**config.mk**
```make
export PLATFORM = sky130hd
export DESIGN_NAME = led_slot_control_regs
export DESIGN_NICKNAME = d
export VERILOG_FILES = /design/src/include/led_slot_pkg.sv /design/src/rtl/led_slot_control_regs.sv /design/src/rtl/slot_emitter_decode.sv
export VERILOG_INCLUDE_DIRS = /design/src /design/src/include
export SDC_FILE = /design/constraint.sdc
export NUM_CORES = 1
export LEC_CHECK = 0
export BUFFER_PORTS_ARGS = -buffer_cell sky130_fd_sc_hd__buf_2
export CAP_MARGIN = 20
export CORE_ASPECT_RATIO = 1.2
export CORE_MARGIN = 2
export CORE_UTILIZATION = 44
export CTS_CLUSTER_SIZE = 16
export DETAILED_ROUTE_END_ITERATION = 8
export PLACE_DENSITY_LB_ADDON = 0.15
export SYNTH_ARGS = -nofsm -noshare
export SYNTH_HDL_FRONTEND = slang
export SYNTH_HIERARCHICAL = 1
export SYNTH_SLANG_ARGS = --single-unit
export TNS_END_PERCENT = 30
```
**constraint.sdc**
```tcl
create_clock -name clock_i -period 0.9 [get_ports clock_i]
set_input_delay 0.045 -clock clock_i [delete_from_list [all_inputs] [get_ports clock_i]]
set_output_delay 0.045 -clock clock_i [all_outputs]
set_load 0.01 [all_outputs]
```
**src/include/led_slot_defs.svh**
```systemverilog
// Offsets, field positions and reset values of the emitter slot registers.
// Included by the register bank, its checker and its bench by bare name.
`ifndef LED_SLOT_DEFS_SVH
`define LED_SLOT_DEFS_SVH

// Register offsets on the host register port
`define SLOT_EMITTER_SELECT_ADDR   8'h14
`define THIRD_DRIVER_CONTROL_ADDR  8'h22

// Slot selection register fields
`define SLOT_B_DIODE_MSB           11
`define SLOT_B_DIODE_LSB           8
`define SLOT_A_DIODE_MSB           7
`define SLOT_A_DIODE_LSB           4
`define SLOT_B_EMITTER_MSB         3
`define SLOT_B_EMITTER_LSB         2
`define SLOT_A_EMITTER_MSB         1
`define SLOT_A_EMITTER_LSB         0

// Third driver register fields
`define THIRD_STRENGTH_BIT         13
`define THIRD_EDGE_RATE_MSB        6
`define THIRD_EDGE_RATE_LSB        4
`define THIRD_COARSE_MSB           3
`define THIRD_COARSE_LSB           0

// Reset values
`define SLOT_EMITTER_SELECT_RESET  16'h0541
`define THIRD_DRIVER_CONTROL_RESET 16'h3000

`endif

```
**src/include/led_slot_pkg.sv**
```systemverilog
// Types shared by the emitter slot register bank and its slot decoder.
// No assumptions beyond a SystemVerilog compiler.
package led_slot_pkg;

  // Emitter field code of one time slot
  typedef enum logic [1:0] {
    EMITTER_NONE   = 2'h0,
    EMITTER_FIRST  = 2'h1,
    EMITTER_SECOND = 2'h2,
    EMITTER_THIRD  = 2'h3
  } emitter_code_e;

  typedef logic [15:0] reg_word_t;
  typedef logic [7:0]  reg_addr_t;

endpackage : led_slot_pkg

```
**src/rtl/led_slot_control_regs.sv**
```systemverilog
// Emitter slot assignment and third driver control registers.
// Assumes the host register port is already on clock_i (the serial front end sits upstream).
`timescale 1ns/1ps
`include "led_slot_defs.svh"

module led_slot_control_regs (
  // Clock and reset
  input  wire logic                   clock_i,
  input  wire logic                   resetn_i,
  // Host register port
  input  wire led_slot_pkg::reg_addr_t reg_addr_i,
  input  wire logic                   reg_write_i,
  input  wire led_slot_pkg::reg_word_t reg_wdata_i,
  input  wire logic                   reg_read_i,
  output led_slot_pkg::reg_word_t     reg_rdata_o,
  output logic                        reg_rvalid_o,
  // Slot configuration towards the timing and switch logic
  output logic [3:0]                  slot_a_diode_select_o,
  output logic [3:0]                  slot_b_diode_select_o,
  output logic [2:0]                  slot_a_emitter_enable_o,
  output logic [2:0]                  slot_b_emitter_enable_o,
  output logic                        slot_a_float_mode_o,
  output logic                        slot_b_float_mode_o,
  // Third emitter driver settings
  output logic                        third_driver_strength_o,
  output logic [2:0]                  third_driver_edge_rate_o,
  output logic [3:0]                  third_driver_coarse_current_o
);

  led_slot_pkg::reg_word_t slot_emitter_select;
  led_slot_pkg::reg_word_t third_driver_control;

  // Address decode
  wire logic hit_slot;
  wire logic hit_third;
  wire logic write_slot;
  wire logic write_third;
  assign hit_slot    = (reg_addr_i == `SLOT_EMITTER_SELECT_ADDR);
  assign hit_third   = (reg_addr_i == `THIRD_DRIVER_CONTROL_ADDR);
  assign write_slot  = reg_write_i & hit_slot;
  assign write_third = reg_write_i & hit_third;

  // Read selection; unmapped addresses read as zero
  wire led_slot_pkg::reg_word_t next_rdata;
  assign next_rdata = hit_slot  ? slot_emitter_select :
                      hit_third ? third_driver_control : 16'h0000;

  // Whole words are stored, reserved bits included, so reads return what was written
  always_ff @(posedge clock_i or negedge resetn_i) begin
    if (!resetn_i) begin
      slot_emitter_select <= `SLOT_EMITTER_SELECT_RESET;
    end else if (write_slot) begin
      slot_emitter_select <= reg_wdata_i;
    end
  end

  always_ff @(posedge clock_i or negedge resetn_i) begin
    if (!resetn_i) begin
      third_driver_control <= `THIRD_DRIVER_CONTROL_RESET;
    end else if (write_third) begin
      third_driver_control <= reg_wdata_i;
    end
  end

  always_ff @(posedge clock_i or negedge resetn_i) begin
    if (!resetn_i) begin
      reg_rdata_o  <= 16'h0000;
      reg_rvalid_o <= 1'b0;
    end else begin
      reg_rvalid_o <= reg_read_i;
      if (reg_read_i) begin
        reg_rdata_o <= next_rdata;
      end
    end
  end

  // Field outputs, registered one cycle behind the register words
  always_ff @(posedge clock_i or negedge resetn_i) begin
    if (!resetn_i) begin
      slot_a_diode_select_o         <= 4'h4;
      slot_b_diode_select_o         <= 4'h5;
      third_driver_strength_o       <= 1'b1;
      third_driver_edge_rate_o      <= 3'h0;
      third_driver_coarse_current_o <= 4'h0;
    end else begin
      slot_b_diode_select_o <=
        slot_emitter_select[`SLOT_B_DIODE_MSB:`SLOT_B_DIODE_LSB];
      slot_a_diode_select_o <=
        slot_emitter_select[`SLOT_A_DIODE_MSB:`SLOT_A_DIODE_LSB];
      third_driver_strength_o <= third_driver_control[`THIRD_STRENGTH_BIT];
      third_driver_edge_rate_o <=
        third_driver_control[`THIRD_EDGE_RATE_MSB:`THIRD_EDGE_RATE_LSB];
      third_driver_coarse_current_o <=
        third_driver_control[`THIRD_COARSE_MSB:`THIRD_COARSE_LSB];
    end
  end

  // Per-slot emitter decode: index 0 is slot A, index 1 is slot B
  wire led_slot_pkg::emitter_code_e slot_code [2];
  wire logic [2:0]                  slot_enable [2];
  wire logic                        slot_float [2];
  assign slot_code[0] = led_slot_pkg::emitter_code_e'(
    slot_emitter_select[`SLOT_A_EMITTER_MSB:`SLOT_A_EMITTER_LSB]);
  assign slot_code[1] = led_slot_pkg::emitter_code_e'(
    slot_emitter_select[`SLOT_B_EMITTER_MSB:`SLOT_B_EMITTER_LSB]);

  genvar s;
  generate
    for (s = 0; s < 2; s++) begin : g_slot
      slot_emitter_decode u_decode (
        .clock_i          (clock_i),
        .resetn_i         (resetn_i),
        .code_i           (slot_code[s]),
        .emitter_enable_o (slot_enable[s]),
        .float_mode_o     (slot_float[s])
      );
    end
  endgenerate

  // Second register stage keeps the top outputs straight from flip-flops
  always_ff @(posedge clock_i or negedge resetn_i) begin
    if (!resetn_i) begin
      slot_a_emitter_enable_o <= 3'h0;
      slot_b_emitter_enable_o <= 3'h0;
      slot_a_float_mode_o     <= 1'b0;
      slot_b_float_mode_o     <= 1'b0;
    end else begin
      slot_a_emitter_enable_o <= slot_enable[0];
      slot_b_emitter_enable_o <= slot_enable[1];
      slot_a_float_mode_o     <= slot_float[0];
      slot_b_float_mode_o     <= slot_float[1];
    end
  end

endmodule : led_slot_control_regs

```
**src/rtl/slot_emitter_decode.sv**
```systemverilog
// Registered decode of one slot's emitter field into driver enables.
// Assumes the code input comes from logic on the same clock.
`timescale 1ns/1ps

module slot_emitter_decode (
  // Clock and reset
  input  wire logic                        clock_i,
  input  wire logic                        resetn_i,
  // Emitter field of the slot
  input  wire led_slot_pkg::emitter_code_e code_i,
  // Driver pulse enables, one bit per driver, and diode float mode
  output logic [2:0]                       emitter_enable_o,
  output logic                             float_mode_o
);

  function automatic logic [2:0] decode_emitter(input led_slot_pkg::emitter_code_e code);
    logic [2:0] onehot;
    onehot = 3'h0;
    case (code)
      led_slot_pkg::EMITTER_FIRST:  onehot = 3'h1;
      led_slot_pkg::EMITTER_SECOND: onehot = 3'h2;
      led_slot_pkg::EMITTER_THIRD:  onehot = 3'h4;
      default:                      onehot = 3'h0;
    endcase
    return onehot;
  endfunction : decode_emitter

  wire logic [2:0] next_emitter_enable;
  wire logic       next_float_mode;

  assign next_emitter_enable = decode_emitter(code_i);
  assign next_float_mode     = (code_i == led_slot_pkg::EMITTER_NONE);

  always_ff @(posedge clock_i or negedge resetn_i) begin
    if (!resetn_i) begin
      emitter_enable_o <= 3'h0;
      float_mode_o     <= 1'b0;
    end else begin
      emitter_enable_o <= next_emitter_enable;
      float_mode_o     <= next_float_mode;
    end
  end

endmodule : slot_emitter_decode

```
Yosys cells after proc, flatten, opt, wreduce, memory -nomap -nowiden. Cells that the tools add are included.

Bits in registers: 81. Latch bits: 0. RAM bits: 0. ROM bits: 0. Input bits: 28. Output and inout port bits: 41. Memories: 0.

$add $sub $neg: 0. Multiply operators: 0. Divide/modulo/power cells: 0. $lt $le $gt $ge: 0. Equal/unequal tests: 8. Shift operators: 0. Muxes and demuxes: 4. Bitwise operators: 2. Reductions and logical operators: 2.

Operators by type and width (number): $mux 16 (2); $pmux 3 s3 (2); $eq 2x2->1 const B (4); $eq 8x5->1 const B (1); $eq 8x6->1 const B (1); $eq 2x1->1 const B (2); $logic_not 2->1 (2); $and 1x1->1 (2).

Depth between registers and ports, before layout.
Depth in word-level cells: 3. Gate-level depth with buffers: 5.

Cells and area by module. The synthesis kept the hierarchy.

By module, submodules not included: led_slot_control_regs (times used 1, cells each 168, area each 2691.3 um^2, seq. area each 1839.3 um^2); slot_emitter_decode (times used 2, cells each 8, area each 126.4 um^2, seq. area each 100.1 um^2).

Worst setup path before layout. Ideal clock, no wire load.

Kind: input -> register. From: input port reg_addr_i[7]. To: register slot_emitter_select[11]. Data arrival time: 1.074 ns. Setup slack: -0.300 ns. Cell stages on the path: 4. Path buffers: 1. Cells stage by stage: nor4_4 -> nand3_4 -> buf_6 -> mux2_4.

Longest elaborated chain between the ends: 2.

Ends and longest elaborated chain: start: declaration (RTL line led_slot_control_regs.sv:11) `input wire led_slot_pkg::reg_addr_t reg_addr_i,`; $eq 8x5->1 (no source line); $and 1x1->1 (RTL line led_slot_control_regs.sv:40) `assign write_slot = reg_write_i & hit_slot;`; end signal: assignment (RTL line led_slot_control_regs.sv:51) `` slot_emitter_select <= `SLOT_EMITTER_SELECT_RESET; ``; end signal: assignment (RTL line led_slot_control_regs.sv:53) `slot_emitter_select <= reg_wdata_i;`; end: declaration (RTL line led_slot_control_regs.sv:30) `led_slot_pkg::reg_word_t slot_emitter_select;`.

No other way between the ends. A chain may end at the register's enable or synchronous reset.

Worst setup path after layout.
From: register third_driver_strength_o. To: output port third_driver_strength_o.

RTL lines: start: declaration (RTL line led_slot_control_regs.sv:25) `output logic third_driver_strength_o,`; start signal: assignment (RTL line led_slot_control_regs.sv:90) `` third_driver_strength_o <= third_driver_control[`THIRD_STRENGTH_BIT]; ``.

No word-level cell between the ends.

==> metrics.md <==
| Metric | Value |
|---|---|
| FILL cells | `between 500 and 600` |
| Clock Tree Buf Depth | `2` |
| Fin util | `62.0%` |
| Nets | `316` |
| Worst Hold Class | `in2reg` |
| Total clock sinks | `around 80` |
| GPL Wtd Cong | `0.710` |
| Slew @ Worst Pin | `299 ps` |
| Number of library cell types mapped by synthesis | `19` |
| Layout cells sized above 1 | `52.6%` |
| Peak Freq | `about 1.0 GHz` |
| Setup TNS Final | `-573 ps` |
| Crit path arrival time | `960 ps` |
| # diodes | `0` |
| Initial Util | `45.7%` |
| Worst setup EP type | `primary output` |
| Fin. Hold Viols | `0` |
| Clk root buf | `clkbuf_8` |
| Initial DRC count | `82` |
| Pre-CTS setup slack | `-368 ps` |
| Congestion Overflow GR | `0` |
| Synthesized cell area | `2940 µm²` |
| WL per Instance | `14.8 µm` |
| Max FO, Critical Path | `1` |
| IO Count | `69` |
| Clk pin slew, worst setup/hold paths | `80 ps` |
| First-pass GRT wire length | `9050 µm` |
| Hold Slack | `45.7 ps` |
| Worst setup SP type | `flip-flop` |
| Max-Cap Viols | `0` |
| Initial antenna violation count | `0` |
| Die W | `78.7 µm` |
| Die height | `93.6 µm` |
| CP max stage delay | `530 ps` |
| Worst EP required | `approximately 850 ps` |
| Largest net degree at the start of global routing | `between 40 and 50` |
| Htree depth | `3` |
| Residual DRC | `0` |
| Register area share after synthesis | `69.3%` |
| Via density | `4.77` |
| Vias in the first global route | `1812` |
| YS warnings | `6` |
| Clock Latency Late Sink | `340 ps` |
| Mean Syn Cell Area | `16.0 µm²` |
| Critical path buffers and inverters | `1` |
| Dpl hpwl | `between 3000 and 4000 µm` |
| PD cells | `1720 nW/µm²` |
| RSZ-0062 raised after global routing | `yes` |
| Final min period | `1000 ps` |
| Clock skew | `roughly 6.6 ps` |
| Number of port buffers | `68` |
| Seq cells post-synth | `81` |
| Crit path cell chain | `buf_6` |
| Slew Viols, Final | `0` |
| CTS tree | `done` |
| Syn-to-layout area delta | `35.7%` |
| Most common cell after layout, fill and taps aside | `dfrtp_1` |
| Total core area | `about 6400 µm²` |
| Status | `finished with violations` |
| Tot Pwr | `6.87 mW` |
| Vias | `1803` |
| Cell count after synthesis | `184` |
| Fin crit share | `111%` |
| Setup Crit Path Kind | `reg2out` |
| All-Layer GR Usage | `roughly 16%` |
| Mapped Nets | `212` |
| Die Area | `7360 µm²` |
| Slew Limit Headroom | `80.1%` |
| VDD IR max | `1.10 mV` |
| DR pass1 iterations | `4` |
| Cts bufs inserted | `9` |
| Routed Wire Length | `5580 µm` |
| Kind of cell adding the most delay to the critical path | `flip-flops` |
| Final Setup Violations | `23` |
| Final worst slack | `-101 ps` |
| Slowest CP cell | `dfstp_2` |
| Failing checks | `negative setup slack` |
| DRT antenna net count | `0` |
| Most frequent cells in the layout | `69 x dfrtp_1, 53 x buf_2, 20 x mux2_4, 17 x dlygate4sd3_1` |
| Std-Cell Rows | `32` |
| Leakage Power | `approximately 2 nW` |
area by class of cell:
type                            instances  area (µm²)  area share, %
Sequential cell                        81        2040           51.1
Multi-Input combinational cell         78         823           20.6
Timing Repair Buffer                  102         774           19.4
Clock buffer                           10         128           3.20
Tap cell                               85         106           2.66
Clock inverter                          6        60.1           1.50
Inverter                               16        60.1           1.50
cell usage after synthesis, drive strengths merged:
cell | number | area [µm²]
dfrtp | 71 | 1780
mux2 | 32 | 435
a22oi | 16 | 120
inv | 16 | 60.1
o22ai | 16 | 100
dfstp | 10 | 263
buf | 6 | 45.0
clkbuf | 3 | 11.3
and2 | 2 | 15.0
and2b | 2 | 17.5
nand3 | 2 | 35.0
nor2 | 2 | 7.51
nor2b | 2 | 12.5
nor4bb | 2 | 20.0
nand2 | 1 | 3.75
nor4 | 1 | 21.3
flip-flops by register name, summed over array words and instances, names as in the netlist, 4 cells and up:
signal                            count
g_slot.u_decode/emitter_enable_o      6
reg_rdata_o                          16
slot_a_diode_select_o                 4
slot_b_diode_select_o                 4
slot_emitter_select                  16
third_driver_coarse_current_o         4
third_driver_control                 16
through the flow:
step                cells  cell area (µm²)
floorplan             184             2940
global placement      338             3490
detailed placement    338             3490
CTS                   371             3890
global route          378             3990
finish                378             3990
report_power, final:
| group | switching (mW) | total (mW) | internal (mW) |
|---|---|---|---|
| sequential | 0.0733 | 3.87 | 3.79 |
| clock | 1.22 | 2.49 | 1.27 |
| combinational | 0.228 | 0.514 | 0.286 |
| total | 1.52 | 6.87 | 5.35 |
timing repair:
| action | in CTS | in global routing |
|---|---|---|
| hold buffers | 17 | 0 |
| hold endpoints to repair | 113 | 0 |
| gates resized for setup | 7 | 11 |
| setup endpoints to repair | 31 | 62 |
| buffers inserted | 0 | 7 |
| pin swaps | 0 | 1 |
kinds of logic after synthesis:
kind of cell	share of synthesized area, %
and+or+nand+nor	4.50
muxes	14.8
DFF	69.3
buffers and inverters	3.95
AOI/OAI and AO/OA	7.48
layer usage:
metal  up-vias  wire [µm]  track usage, %
met2        45       2860            24.9
met4         0         65            5.26
met3         6        283            4.34
met1       896       2370            22.7
li1        856          -               -
met5         -          0               0
final timing paths:
path	start	slack, ps	cells past startpoint	endpoint
worst min-delay path	reg_read_i	50	2	reg_rvalid_o
worst max register to register	slot_emitter_select[0]	40	2	reg_rdata_o[0]
worst max-delay path	third_driver_strength_o	-100	1	third_driver_strength_o
worst min register to register	g_slot[0].u_decode/emitter_enable_o[1]	350	0	slot_a_emitter_enable_o[1]
min in group asynchronous	resetn_i	230	3	slot_b_emitter_enable_o[1]
max in group asynchronous	resetn_i	410	3	slot_b_diode_select_o[0]
No activity file was read; power rests on OpenSTA's default activity.
